===== config.mk =====
export PLATFORM = sky130hd
export DESIGN_NAME = dcsw_core
export DESIGN_NICKNAME = d
export VERILOG_FILES = /design/src/verilog/dcsw_pkg.sv /design/src/verilog/dcsw_core.sv
export SDC_FILE = /design/constraint.sdc
export NUM_CORES = 1
export LEC_CHECK = 0
export BUFFER_PORTS_ARGS = -buffer_cell sky130_fd_sc_hd__buf_4
export CAP_MARGIN = 20
export CORE_MARGIN = 5
export CORE_UTILIZATION = 32
export DETAILED_ROUTE_END_ITERATION = 12
export HOLD_SLACK_MARGIN = 0.06
export SLEW_MARGIN = 20
export SYNTH_ARGS = -nofsm -noshare
export SYNTH_HDL_FRONTEND = slang
export SYNTH_SLANG_ARGS = --single-unit
export TNS_END_PERCENT = 50

===== constraint.sdc =====
create_clock -name mclk -period 5 [get_ports mclk]
set_input_delay 0 -clock mclk [delete_from_list [all_inputs] [get_ports mclk]]
set_output_delay 0 -clock mclk [all_outputs]
set_load 0.005 [all_outputs]

===== src/verilog/dcsw_pkg.sv =====
// constants, types and register map for the drive control/status word block
package dcsw_pkg;
  // register byte offsets on the AHB-Lite bus
  localparam logic [7:0] OFF_CTRL = 8'h00;
  localparam logic [7:0] OFF_REF = 8'h04;
  localparam logic [7:0] OFF_CFG = 8'h08;
  localparam logic [7:0] OFF_STATUS = 8'h0C;
  localparam logic [7:0] OFF_OUTFREQ = 8'h10;
  localparam logic [7:0] OFF_FLIM = 8'h14;
  localparam logic [7:0] OFF_CEIL = 8'h18;
  localparam logic [7:0] OFF_COILCMD = 8'h1C;
  localparam logic [7:0] OFF_COILRSP0 = 8'h20;
  localparam logic [7:0] OFF_COILRSP1 = 8'h24;
  localparam logic [7:0] OFF_COILINFO = 8'h28;
  localparam logic [7:0] OFF_UNMAPPED = 8'hFF;
  // control word bit positions
  localparam int CW_COAST = 3;
  localparam int CW_START = 6;
  localparam int CW_RESET = 7;
  localparam int CW_VALID = 10;
  localparam int CW_SETUP_LSB = 13;
  localparam int CW_REVERSE = 15;
  // status word bit positions
  localparam int SW_CTRL_READY = 0;
  localparam int SW_DRIVE_READY = 1;
  localparam int SW_STANDBY = 2;
  localparam int SW_TRIP = 3;
  localparam int SW_TRIP_LOCK = 6;
  localparam int SW_WARNING = 7;
  localparam int SW_AT_REF = 8;
  localparam int SW_SERIAL = 9;
  localparam int SW_IN_RANGE = 10;
  localparam int SW_RUNNING = 11;
  localparam int SW_VOLTAGE = 13;
  localparam int SW_CUR_LIMIT = 14;
  localparam int SW_THERMAL = 15;
  // configuration register fields
  localparam int CFG_MULTI = 0;
  localparam int CFG_REVSRC_LSB = 1;
  // coil command register fields
  localparam int CC_START_LSB = 0;
  localparam int CC_COUNT_LSB = 8;
  localparam int CC_FUNC_LSB = 16;
  localparam int CC_BCAST = 24;
  // supported function codes
  localparam logic [7:0] FC_READ_COILS = 8'h01;
  localparam logic [7:0] FC_FORCE_COIL = 8'h05;
  localparam logic [7:0] FC_FORCE_COILS = 8'h0F;
  localparam logic [7:0] FC_READ_HOLD = 8'h03;
  localparam logic [7:0] FC_PRESET_REG = 8'h06;
  localparam logic [7:0] FC_PRESET_REGS = 8'h10;
  // coil space: ctrl 0-15, reference 16-31, status 32-47, output freq 48-63
  localparam int COIL_SPACE = 64;
  localparam logic [7:0] COIL_STATUS_START = 8'h20;
  localparam logic [7:0] COIL_STATUS_COUNT = 8'h10;
  // synchronised pin indices
  localparam int PIN_TRIP = 0;
  localparam int PIN_TRIP_LOCK = 1;
  localparam int PIN_WARN = 2;
  localparam int PIN_AT_REF = 3;
  localparam int PIN_LOCAL_STOP = 4;
  localparam int PIN_HAND = 5;
  localparam int PIN_DC_VOLT = 6;
  localparam int PIN_THERMAL = 7;
  localparam int PIN_COAST_N = 8;
  localparam int PIN_START = 9;
  localparam int PIN_REVERSE = 10;
  localparam int NPIN = 11;
  // reset values
  localparam logic [15:0] CTRL_RST = 16'h0000;
  localparam logic [15:0] REF_RST = 16'h0000;
  localparam logic [15:0] FLOW_RST = 16'h0000;
  localparam logic [15:0] FHIGH_RST = 16'h4000;
  localparam logic [15:0] CEIL_RST = 16'hFFFF;
  // overcurrent trip delay
  localparam int CLK_MHZ = 100;
  localparam int OC_TRIP_DELAY_US = 1000;
  localparam int OC_TRIP_DELAY_CYC = OC_TRIP_DELAY_US * CLK_MHZ;

  typedef enum logic [1:0] {
    REV_DIGITAL = 2'b00,
    REV_BUS = 2'b01,
    REV_AND = 2'b10,
    REV_OR = 2'b11
  } dcsw_revsrc_t;

  typedef enum logic {
    BUS_ADDR = 1'b0,
    BUS_DATA = 1'b1
  } dcsw_bus_t;

  typedef struct packed {
    dcsw_bus_t phase;
    logic [7:0] addr;
    logic write;
    logic hreadyout;
    logic hresp;
    logic [31:0] hrdata;
    logic [15:0] ctrlRaw;
    logic [15:0] ctrlAct;
    logic ctrlSeen;
    logic prevReset;
    logic [15:0] speedRef;
    logic multiSetup;
    dcsw_revsrc_t revSrc;
    logic [15:0] fLow;
    logic [15:0] fHigh;
    logic [15:0] ceiling;
    logic [24:0] coilCmd;
    logic [63:0] coilData;
    logic [3:0] byteCount;
    logic coilDone;
    logic coilErr;
    logic fcUnsup;
    logic bcastIgnored;
    logic tripped;
    logic [31:0] ocCount;
    logic [NPIN-1:0] s1;
    logic [NPIN-1:0] s2;
    logic [NPIN-1:0] s3;
    logic [NPIN-1:0] pins;
    logic [1:0] activeSetup;
    logic reverseCmd;
    logic [15:0] refMagnitude;
    logic tripResetPulse;
    logic [15:0] statusWord;
  } dcsw_state_t;
endpackage


===== src/verilog/dcsw_core.sv =====
// drive control word decode, status word assembly and coil read packing
`timescale 1ns/1ps
module dcsw_core
  import dcsw_pkg::*;
#(
  parameter int OC_DELAY = OC_TRIP_DELAY_CYC // overcurrent trip delay in cycles
) (
  input wire logic mclk, // 100 MHz clock
  input wire logic rstn, // synchronous reset, active low
  input wire logic hsel, // AHB slave select
  input wire logic [31:0] haddr, // AHB address
  input wire logic [1:0] htrans, // AHB transfer type
  input wire logic hwrite, // AHB write
  input wire logic [2:0] hsize, // AHB size, word only
  input wire logic [31:0] hwdata, // AHB write data
  input wire logic hready, // AHB bus ready
  output logic [31:0] hrdata, // AHB read data
  output logic hreadyout, // AHB slave ready
  output logic hresp, // AHB response, always OKAY
  input wire logic tripIn, // drive fault has tripped
  input wire logic tripLockIn, // trip lock condition
  input wire logic warnIn, // any warning
  input wire logic atRefIn, // speed equals reference
  input wire logic localStopIn, // local stop active
  input wire logic handModeIn, // hand mode
  input wire logic dcVoltIn, // DC link voltage out of band
  input wire logic thermalIn, // motor/converter/thermistor over temperature
  input wire logic coastPinN, // coast input, low coasts
  input wire logic startPin, // digital start input
  input wire logic reversePin, // digital reversing input
  input wire logic [15:0] outFreq, // present output frequency, signed
  input wire logic [15:0] outCurrent, // present output current
  output logic [1:0] activeSetup, // selected setup minus one
  output logic reverseCmd, // reversed rotation requested
  output logic [15:0] refMagnitude, // magnitude of speed reference
  output logic tripResetPulse, // one-cycle trip reset
  output logic [15:0] statusWord, // assembled status word
  output logic tripOut // converter tripped
);
  import dcsw_pkg::*;

  dcsw_state_t r;
  dcsw_state_t n;
  logic tripFlop;
  logic serialOk;
  logic coastCmd;
  logic running;
  logic curHigh;
  logic ocFire;
  logic accept;
  logic resetEdge;
  logic wrCtrl;
  logic wrCoil;
  logic [15:0] sw;
  logic [NPIN-1:0] pinVec;
  logic [NPIN-1:0] agree;
  logic [63:0] image;
  logic [63:0] mask;
  logic [7:0] cStart;
  logic [7:0] cCount;
  logic [7:0] cFunc;
  logic [8:0] cEnd;
  logic revSel;
  logic busRev;
  logic supported;

  assign pinVec = {reversePin, startPin, coastPinN, thermalIn, dcVoltIn, handModeIn,
    localStopIn, atRefIn, warnIn, tripLockIn, tripIn};

  always_comb
  begin
    n = r;
    // pins settle when the 2nd and 3rd stages agree; stage 1 feeds stage 2 only
    agree = ~(r.s2 ^ r.s3);
    n.s1 = pinVec;
    n.s2 = r.s1;
    n.s3 = r.s2;
    n.pins = (agree & r.s3) | (~agree & r.pins);

    serialOk = ~r.pins[PIN_LOCAL_STOP] & ~r.pins[PIN_HAND];
    coastCmd = r.ctrlSeen & ~r.ctrlAct[CW_COAST];
    running = (r.ctrlSeen & r.ctrlAct[CW_START]) | r.pins[PIN_START]
      | ($signed(outFreq) > $signed(16'h0000));
    curHigh = outCurrent > r.ceiling;

    sw = 16'h0000;
    sw[SW_CTRL_READY] = ~r.tripped;
    sw[SW_DRIVE_READY] = ~r.tripped & (~r.pins[PIN_COAST_N] | coastCmd);
    sw[SW_STANDBY] = ~r.tripped & r.pins[PIN_COAST_N] & ~coastCmd & ~running;
    sw[SW_TRIP] = r.tripped;
    sw[SW_TRIP_LOCK] = r.pins[PIN_TRIP_LOCK];
    sw[SW_WARNING] = r.pins[PIN_WARN];
    sw[SW_AT_REF] = r.pins[PIN_AT_REF];
    sw[SW_SERIAL] = serialOk;
    sw[SW_IN_RANGE] = ($signed(outFreq) > $signed(r.fLow))
      & ($signed(outFreq) < $signed(r.fHigh));
    sw[SW_RUNNING] = running;
    sw[SW_VOLTAGE] = r.pins[PIN_DC_VOLT];
    sw[SW_CUR_LIMIT] = curHigh;
    sw[SW_THERMAL] = r.pins[PIN_THERMAL];
    n.statusWord = sw;

    // counter holds at the end so a persistent overload trips only once until a trip reset clears the counter
    ocFire = 1'b0;
    if (!curHigh)
      n.ocCount = 32'h0000_0000;
    else if (r.ocCount < 32'(OC_DELAY - 1))
      n.ocCount = r.ocCount + 32'h0000_0001;
    else if (r.ocCount == 32'(OC_DELAY - 1))
    begin
      n.ocCount = 32'(OC_DELAY);
      ocFire = 1'b1;
    end

    wrCtrl = (r.phase == BUS_DATA) & r.write & (r.addr == OFF_CTRL);
    wrCoil = (r.phase == BUS_DATA) & r.write & (r.addr == OFF_COILCMD);
    accept = wrCtrl & hwdata[CW_VALID] & serialOk;
    resetEdge = accept & hwdata[CW_RESET] & ~r.prevReset;
    n.tripResetPulse = resetEdge;
    if (accept)
    begin
      n.ctrlAct = hwdata[15:0];
      n.ctrlSeen = 1'b1;
      n.prevReset = hwdata[CW_RESET];
    end
    if (resetEdge)
      n.ocCount = 32'h0000_0000;
    // a new fault in the reset cycle keeps the trip
    n.tripped = r.pins[PIN_TRIP] | ocFire | (r.tripped & ~resetEdge);

    n.activeSetup = r.multiSetup ? r.ctrlAct[CW_SETUP_LSB+1:CW_SETUP_LSB] : 2'b00;
    busRev = r.ctrlSeen & r.ctrlAct[CW_REVERSE];
    unique case (r.revSrc)
      REV_DIGITAL: revSel = r.pins[PIN_REVERSE];
      REV_BUS: revSel = busRev;
      REV_AND: revSel = busRev & r.pins[PIN_REVERSE];
      REV_OR: revSel = busRev | r.pins[PIN_REVERSE];
    endcase
    n.reverseCmd = revSel ^ r.speedRef[15];
    n.refMagnitude = r.speedRef[15] ? (~r.speedRef + 16'h0001) : r.speedRef;

    // coil command decode
    cStart = hwdata[CC_START_LSB+:8];
    cCount = hwdata[CC_COUNT_LSB+:8];
    cFunc = hwdata[CC_FUNC_LSB+:8];
    cEnd = {1'b0, cStart} + {1'b0, cCount};
    image = {outFreq, r.statusWord, r.speedRef, r.ctrlAct};
    mask = (cCount >= 8'(COIL_SPACE)) ? 64'hFFFF_FFFF_FFFF_FFFF
      : ((64'h0000_0000_0000_0001 << cCount) - 64'h0000_0000_0000_0001);
    supported = (cFunc == FC_READ_COILS) | (cFunc == FC_FORCE_COIL)
      | (cFunc == FC_FORCE_COILS) | (cFunc == FC_READ_HOLD)
      | (cFunc == FC_PRESET_REG) | (cFunc == FC_PRESET_REGS);
    if (wrCoil)
    begin
      n.coilCmd = hwdata[24:0];
      n.fcUnsup = ~supported;
      n.coilErr = 1'b0;
      n.bcastIgnored = 1'b0;
      n.coilDone = 1'b0;
      if (cFunc == FC_READ_COILS)
      begin
        if (hwdata[CC_BCAST])
          n.bcastIgnored = 1'b1;
        else if ((cCount == 8'h00) || (cEnd > 9'(COIL_SPACE)))
          n.coilErr = 1'b1;
        else
        begin
          n.coilData = (image >> cStart) & mask;
          n.byteCount = 4'((({1'b0, cCount} + 9'h007) >> 3));
          n.coilDone = 1'b1;
        end
      end
    end

    // AHB-Lite slave: every transfer takes one wait state
    n.hresp = 1'b0;
    unique case (r.phase)
      BUS_ADDR:
      begin
        if (hsel && hready && htrans[1])
        begin
          n.phase = BUS_DATA;
          n.addr = (haddr[31:8] == 24'h000000) ? haddr[7:0] : OFF_UNMAPPED;
          n.write = hwrite;
          n.hreadyout = 1'b0;
        end
      end
      BUS_DATA:
      begin
        n.phase = BUS_ADDR;
        n.hreadyout = 1'b1;
        n.hrdata = 32'h0000_0000;
        if (r.write)
        begin
          unique case (r.addr)
            OFF_CTRL: n.ctrlRaw = hwdata[15:0];
            OFF_REF: n.speedRef = hwdata[15:0];
            OFF_CFG:
            begin
              n.multiSetup = hwdata[CFG_MULTI];
              n.revSrc = dcsw_revsrc_t'(hwdata[CFG_REVSRC_LSB+:2]);
            end
            OFF_FLIM:
            begin
              n.fLow = hwdata[15:0];
              n.fHigh = hwdata[31:16];
            end
            OFF_CEIL: n.ceiling = hwdata[15:0];
            default: n.hrdata = 32'h0000_0000;
          endcase
        end
        else
        begin
          unique case (r.addr)
            OFF_CTRL: n.hrdata = {16'h0000, r.ctrlRaw};
            OFF_REF: n.hrdata = {16'h0000, r.speedRef};
            OFF_CFG: n.hrdata = {29'h0000_0000, r.revSrc, r.multiSetup};
            OFF_STATUS: n.hrdata = {16'h0000, r.statusWord};
            OFF_OUTFREQ: n.hrdata = {16'h0000, outFreq};
            OFF_FLIM: n.hrdata = {r.fHigh, r.fLow};
            OFF_CEIL: n.hrdata = {16'h0000, r.ceiling};
            OFF_COILCMD: n.hrdata = {7'h00, r.coilCmd};
            OFF_COILRSP0: n.hrdata = r.coilData[31:0];
            OFF_COILRSP1: n.hrdata = r.coilData[63:32];
            OFF_COILINFO: n.hrdata = {24'h000000, r.bcastIgnored, r.fcUnsup, r.coilErr,
              r.coilDone, r.byteCount};
            default: n.hrdata = 32'h0000_0000;
          endcase
        end
      end
    endcase
  end

  always_ff @(posedge mclk)
  begin
    if (!rstn)
    begin
      r <= '0;
      r.phase <= BUS_ADDR;
      r.hreadyout <= 1'b1;
      r.ctrlRaw <= CTRL_RST;
      r.ctrlAct <= CTRL_RST;
      r.speedRef <= REF_RST;
      r.revSrc <= REV_DIGITAL;
      r.fLow <= FLOW_RST;
      r.fHigh <= FHIGH_RST;
      r.ceiling <= CEIL_RST;
      // coast pin idles high; stages start at 1 so no false coast follows reset
      r.s1[PIN_COAST_N] <= 1'b1;
      r.s2[PIN_COAST_N] <= 1'b1;
      r.s3[PIN_COAST_N] <= 1'b1;
      r.pins[PIN_COAST_N] <= 1'b1;
    end
    else
      r <= n;
  end

  assign tripFlop = r.tripped;
  assign hrdata = r.hrdata;
  assign hreadyout = r.hreadyout;
  assign hresp = r.hresp;
  assign activeSetup = r.activeSetup;
  assign reverseCmd = r.reverseCmd;
  assign refMagnitude = r.refMagnitude;
  assign tripResetPulse = r.tripResetPulse;
  assign statusWord = r.statusWord;
  assign tripOut = tripFlop;

  property p_setup;
    @(posedge mclk) disable iff (!rstn)
    r.multiSetup |=> activeSetup == $past(r.ctrlAct[CW_SETUP_LSB+1:CW_SETUP_LSB]);
  endproperty
  a_setup: assert property (p_setup) else $error("setup select wrong");

  property p_rev;
    @(posedge mclk) disable iff (!rstn)
    (r.revSrc == REV_BUS) |=> reverseCmd == $past(busRev ^ r.speedRef[15]);
  endproperty
  a_rev: assert property (p_rev) else $error("reverse request wrong");

  property p_trip_bits;
    @(posedge mclk) disable iff (!rstn)
    r.tripped |=> statusWord[SW_TRIP] && !statusWord[SW_CTRL_READY];
  endproperty
  a_trip_bits: assert property (p_trip_bits) else $error("trip bits wrong");

  property p_unused;
    @(posedge mclk) disable iff (!rstn)
    !statusWord[4] && !statusWord[5] && !statusWord[12];
  endproperty
  a_unused: assert property (p_unused) else $error("unused status bit set");

  property p_invalid;
    @(posedge mclk) disable iff (!rstn)
    (wrCtrl && (!hwdata[CW_VALID] || !serialOk)) |=> $stable(r.ctrlAct);
  endproperty
  a_invalid: assert property (p_invalid) else $error("ignored ctrl word used");

  property p_reset_edge;
    @(posedge mclk) disable iff (!rstn)
    tripResetPulse |-> r.prevReset && !$past(r.prevReset);
  endproperty
  a_reset_edge: assert property (p_reset_edge) else $error("reset not on edge");

  property p_bcast;
    @(posedge mclk) disable iff (!rstn)
    (wrCoil && cFunc == FC_READ_COILS && hwdata[CC_BCAST])
      |=> $stable(r.coilData) && r.bcastIgnored && !r.coilDone;
  endproperty
  a_bcast: assert property (p_bcast) else $error("broadcast read acted on");

  property p_oc_trip;
    @(posedge mclk) disable iff (!rstn)
    (curHigh && r.ocCount == 32'(OC_DELAY - 1)) |=> r.tripped ##1 statusWord[SW_TRIP];
  endproperty
  a_oc_trip: assert property (p_oc_trip) else $error("overcurrent did not trip");

  property p_pack;
    @(posedge mclk) disable iff (!rstn)
    (wrCoil && cFunc == FC_READ_COILS && !hwdata[CC_BCAST] && cCount == 8'h08
      && cEnd <= 9'(COIL_SPACE)) |=> r.byteCount == 4'h1 && r.coilData[63:8] == 56'h0;
  endproperty
  a_pack: assert property (p_pack) else $error("coil packing wrong");

  property p_wait;
    @(posedge mclk) disable iff (!rstn)
    (r.phase == BUS_DATA) |-> !hreadyout ##1 hreadyout;
  endproperty
  a_wait: assert property (p_wait) else $error("bus wait state wrong");

  property p_local;
    @(posedge mclk) disable iff (!rstn)
    (r.pins[PIN_LOCAL_STOP] || r.pins[PIN_HAND]) |=> !statusWord[SW_SERIAL];
  endproperty
  a_local: assert property (p_local) else $error("serial bit set in local mode");

  property p_range;
    @(posedge mclk) disable iff (!rstn)
    ($signed(outFreq) >= $signed(r.fHigh)) |=> !statusWord[SW_IN_RANGE];
  endproperty
  a_range: assert property (p_range) else $error("range bit set at limit");

  property p_cur_limit;
    @(posedge mclk) disable iff (!rstn)
    (outCurrent > r.ceiling) |=> statusWord[SW_CUR_LIMIT];
  endproperty
  a_cur_limit: assert property (p_cur_limit) else $error("current limit bit clear");

  c_status_read: cover property (@(posedge mclk) disable iff (!rstn)
    wrCoil && cFunc == FC_READ_COILS && cStart == COIL_STATUS_START
      && cCount == COIL_STATUS_COUNT);
  c_reset: cover property (@(posedge mclk) disable iff (!rstn) tripResetPulse);
  c_oc: cover property (@(posedge mclk) disable iff (!rstn) ocFire);
endmodule


# ---- Word-level counts from Yosys, hierarchy flattened
# Index checks and enable logic that the tools add are counted.
# Widths: inputs -> output; s select.
dict set report op_classes {
  order_cmp 7
  n_reduce_logical 18
  shifts 2
  eq_ne 21
  bitwise_logic 53
  mux 20
  add_sub_neg 5
}
# cell count
set ops {}
lappend ops {{$pmux 32 s11} 1}
lappend ops {{$mux 70} 2}
lappend ops {{$mux 32} 3}
lappend ops {{$mux 69} 1}
lappend ops {{$and 64x64->64} 1}
lappend ops {{$mux 64} 1}
lappend ops {{$shl 1x8->64 const A} 1}
lappend ops {{$shr 64x8->64} 1}
lappend ops {{$sub 64x1->64 const B} 1}
lappend ops {{$eq 8x5->1 const B} 5}
lappend ops {{$add 32x1->32 const B} 1}
lappend ops {{$eq 32x17->1 const B} 1}
lappend ops {{$gt 16x16->1} 2}
lappend ops {{$lt 32x17->1 const B} 1}
lappend ops {{$eq 8x3->1 const B} 3}
lappend ops {{$eq 8x4->1 const B} 3}
lappend ops {{$eq 8x6->1 const B} 3}
lappend ops {{$logic_not 24->1} 1}
lappend ops {{$and 11x11->11} 2}
lappend ops {{$not 11->11} 2}
lappend ops {{$and 1x1->1} 18}
lappend ops {{$add 16x1->16 const B} 1}
lappend ops {{$gt 16x1->1 const B} 1}
lappend ops {{$logic_not 8->1} 2}
lappend ops {{30 further kinds} 68}
dict set report totals {
  register_bits 355
  inputBits 117
}

# ---- Depth between registers and ports, before layout
dict set report logic_depth {
  word_depth 9
  mapped_depth 15
  depth_no_buf 10
}

# ---- Least setup slack after synthesis
# No wires, ideal clock.
dict set report synth_path {
  path_type {in2reg}
  from {in hwdata[1]}
  to {reg r[121] in the netlist's numbering}
  setup_ns 0.127
  slack_ns 1.675
  required_time_ns 4.873
  arrival_ns 3.197
  path_stages 15
  cell_sequence {buf_2 buf_2 buf_2 buf_2 inv_1 fa_1 nor2b_1 o22a_1 o311ai_0 a31o_2 a211oi_2 nor2_2 buf_2 buf_6 o2bb2ai_1}
}
dict set report synth_between {
  elab_chain_len 5
}
# element line
set synth_rtl {}
lappend synth_rtl {{start: declaration} dcsw_core.sv:15} ;# input wire logic [31:0] hwdata,
lappend synth_rtl {{$add 8x8->9} dcsw_core.sv:146} ;# cEnd = {1'b0, cStart} + {1'b0, cCount};
lappend synth_rtl {{$gt 9x7->1} dcsw_core.sv:164} ;# else if ((cCount == 8'h00) || (cEnd > 9'(COIL_SPACE)))
lappend synth_rtl {{$logic_or 1x1->1} dcsw_core.sv:164}
lappend synth_rtl {{$not 1->1 (no source line)} -}
lappend synth_rtl {{$reduce_and 4->1 (no source line)} -}
lappend synth_rtl {{end signal: assignment} dcsw_core.sv:255} ;# r <= n;
lappend synth_rtl {{end: declaration} dcsw_core.sv:42} ;# dcsw_state_t r;
# Parallel ways exist; a longest one is shown, timed or not.
# A chain may end at the register's enable or synchronous reset.

# ---- Final worst setup path
dict set report layout_path {
  from {in hwdata[1]}
  to {reg r[122] in the netlist's numbering}
}
# Same word-level chain as after synthesis.

==> summary.md <==
| Metric | Value |
|---|---|
| Status | finished clean |
| Row count | 95 |
| Final RePlAce weighted congestion | around 1.0 |
| IO Port Bufs | 179 |
| Clock sink total | between 300 and 400 |
| Worst Path Required | approximately 5500 ps |
| Final worst path period share | 76.7% |
| Most common cell in the netlist | dfxtp_1 |
| Final Setup Violations | 0 |
| Final hold viol count | 0 |
| Worst R2R Start | r[348] |
| Worst-Skew Late Latency | between 500 and 600 ps |
| Gr usage total | between 20% and 30% |
| Final Total Pwr | 6.91 mW |
| Yosys warning total | 0 |
| Main synth FF type | dfxtp_1 |
| CTS tree | built |
| Via density | 6.00 |
| Pins Over Slew Limit | 0 |
| DRT Pass-1 Iters | 6 |
| Cts hold-fix bufs | 81 |
| Worst path bufs/invs | 4 |
| Most used cell, CP | buf_4 |
| Wire per inst | 25.7 µm |
| Share of layout cells above drive strength 1 | 16.4% |
| Asr flop ratio synth | 0% |
| # fillers | 6953 |
| Layout area overhead | 16.8% |
| Global-route wire length before repair | 133000 µm |
| Crit-path cells | dlygate4sd3_1 -> buf_4 -> inv_1 -> fa_1 -> nor2b_1 -> o22a_1 -> o311ai_0 -> a31o_2 -> a2111o_1 -> buf_4 -> a2111oi_0 -> a21o_1 |
| Core footprint | between 0.06 and 0.07 mm² |
| Mean Syn Cell Area | 8.44 µm² |
| Post-CTS Resized | 0 |
| Setup tns final | 0 ps |
| Netlist Area Pre-Place | roughly 0.022 mm² |
| Synth cell types | 89 |
| Grt total ovfl | 0 |
| Post-synth top area cell | dfxtp_1 |
| DRT iter0 DRCs | 2933 |
| EDFF count, synth | 0 |
| Mapped Cells | around 2600 |
| Setup Crit Path Kind | in2reg |
| CP Launch Point | hwdata[1] |
| Most frequent cells after synthesis | dfxtp_1, nand2_1, a21oi_1 |
| Worst path top cell family by delay | compound AO/OA/AOI/OAI gates |
| Die Wd | 270 µm |
| Initial Utilization | 32.3% |
| Hold Crit Start | outFreq[9] |
| Nets | 2812 |
| Reg area | 0.00701 mm² |
| Slew @ Worst Pin | 1120 ps |
| Startpoint types | input port |
| Inserted Clock Buffers | between 40 and 50 |
| Multi-input logic area | 0.0131 mm² |
| Root Driver | clkbuf_16 |
| Synth area leaders | dfxtp_1, mux4_2, nand2_1 |
| Final std cells w/o fill | between 3000 and 4000 |
| Fmax | 261 MHz |
| Yosys top cell area share | 32.3% |
| DRC viols | 0 |
| Die area | 0.0732 mm² |
| Peak VDD IR | just over 0.0002 V |
| Leakage | ~9.5 nW |
| Vias in the first global route | 20054 |
| CTS H-tree lvls | 2 |
| Bufs on Longest Clock Path | 3 |
| Cell with the largest stage delay on the worst path | a2111o_1 |
| Rel. slew slack | 25.3% |
| Initial antenna violation count | 1 |
| Crit-path max FO | 39 |
| Max_cap viols | 0 |
| Dpl cells | between 3000 and 4000 |
| Seq/Total Area, Yosys | 32.3% |
| WP data arrival | 4350 ps |
| PwrDens | 273 mW/mm² |
| Critical Path Max Stage Delay | 690 ps |
| Post-CTS Setup Repair Bufs | 0 |
| Synthesized flop and latch total | 350 |
| Die height | roughly 270 µm |
| Pin count of the biggest net entering global routing | 94 |
| Final Skew | 16.7 ps |
| RSZ-0062 raised after global routing | no |
| Final wirelength | 90800 µm |
| # IOs | 188 |
| Hold/Removal Path Class | in2reg |
| Setup crit end kind | register |
| Final min period | roughly 3800 ps |
| Dpl hpwl | 65100 µm |
| Post-route ant nets | 0 |
| Vias after detailed routing | 21245 |
| Clk slew on worst S/H paths | 60 ps |
## worst register-to-register path: cells and delay by family, from the launching register on
kind	cells	cell delay (ps)
AOI/OAI and AO/OA	3	1480
DFF	1	390
buffers and inverters	2	570
and+or+nand+nor	4	1200
## flip-flops by register name (all words and copies together) (netlist names), named ones only
signal,count
refMagnitude,16
hreadyout,1
hrdata,32
image,32
statusWord,13
r,218
n,22
activeSetup,2
tripOut,1
reverseCmd,1
tripResetPulse,1
## per-stage QoR
stage | setup slack, ps | instance area (µm²) | util [%] | hold slack (ps)
floorplan | 1680 | 21700 | - | 101
global placement | 1350 | 23200 | 34.4 | 185
detailed placement | 1340 | 23200 | 34.4 | 187
CTS | 1310 | 25400 | 37.7 | 63.0
global route | 1010 | 25400 | 37.7 | 83.0
finish | 1160 | 25400 | 37.7 | 87.0
## cells in the final DEF, fill, tap and decap left out, types with 22 or more instances in the layout
cell type	n
a21o_1	31
a21oi_1	182
a222oi_1	26
a22o_1	51
a22oi_1	64
and2_1	53
and3_1	22
buf_4	223
clkbuf_16	41
dfxtp_1	350
dlygate4sd3_1	81
ha_1	58
inv_1	67
mux2_2	28
mux2i_1	77
mux4_2	75
nand2_1	323
nand3_1	87
nand4_1	35
nor2_1	154
nor3_1	59
o21ai_0	96
o2bb2ai_1	35
xnor2_1	29
xor2_1	27
## final timing paths
| check | to | slack, ps | depth (start not counted) |
|---|---|---|---|
| min | hrdata[9] | 90 | 4 |
| max reg2reg | r[122] | 1300 | 9 |
| min reg2reg | n[55] | 400 | 1 |
| max | r[122] | 1160 | 12 |
## per-layer routing
| layer | GRT usage (%) | vias up | share of wire (%) |
|---|---|---|---|
| met5 | 0 | - | 0 |
| met3 | 4.68 | 244 | 9.6 |
| met4 | 11.4 | 0 | 5.7 |
| li1 | - | 9545 | - |
| met2 | 36.8 | 1199 | 44 |
| met1 | 31.5 | 10257 | 41 |
## logic make-up (layout without fill, tap and decap cells)
logic type               Yosys count  in the layout  synth area share (%)
XOR/XNOR                          56             56                  2.26
AO/OA/AOI/OAI                    685            685                  21.9
flip-flops                       350            350                  32.3
AND/OR/NAND/NOR                  884            884                  19.6
other                              1              5                0.0173
adder cells (fa/ha/maj)           59             59                  3.43
buffers and inverters            359            446                  7.75
multiplexers                     180            180                  12.8
## power breakdown
part	total [mW]	internal [mW]	switching [mW]	leakage [nW]
Sequential	2.83	2.81	0.0193	2.83
Clock	3.10	1.85	1.25	0.675
Combinational	0.982	0.350	0.632	6.04
Total	6.91	5.01	1.90	9.55
## layout make-up
class | instances | area share [%]
diodes | 1 | 0.00987
clock buffers | 49 | 4.40
clock inverters | 22 | 1.03
inverters | 70 | 1.05
multi-input cells | 1868 | 51.7
flip-flops and latches | 350 | 27.6
well taps | 873 | 4.31
repair buffers | 305 | 9.88
No activity file was read; power rests on OpenSTA's default activity.
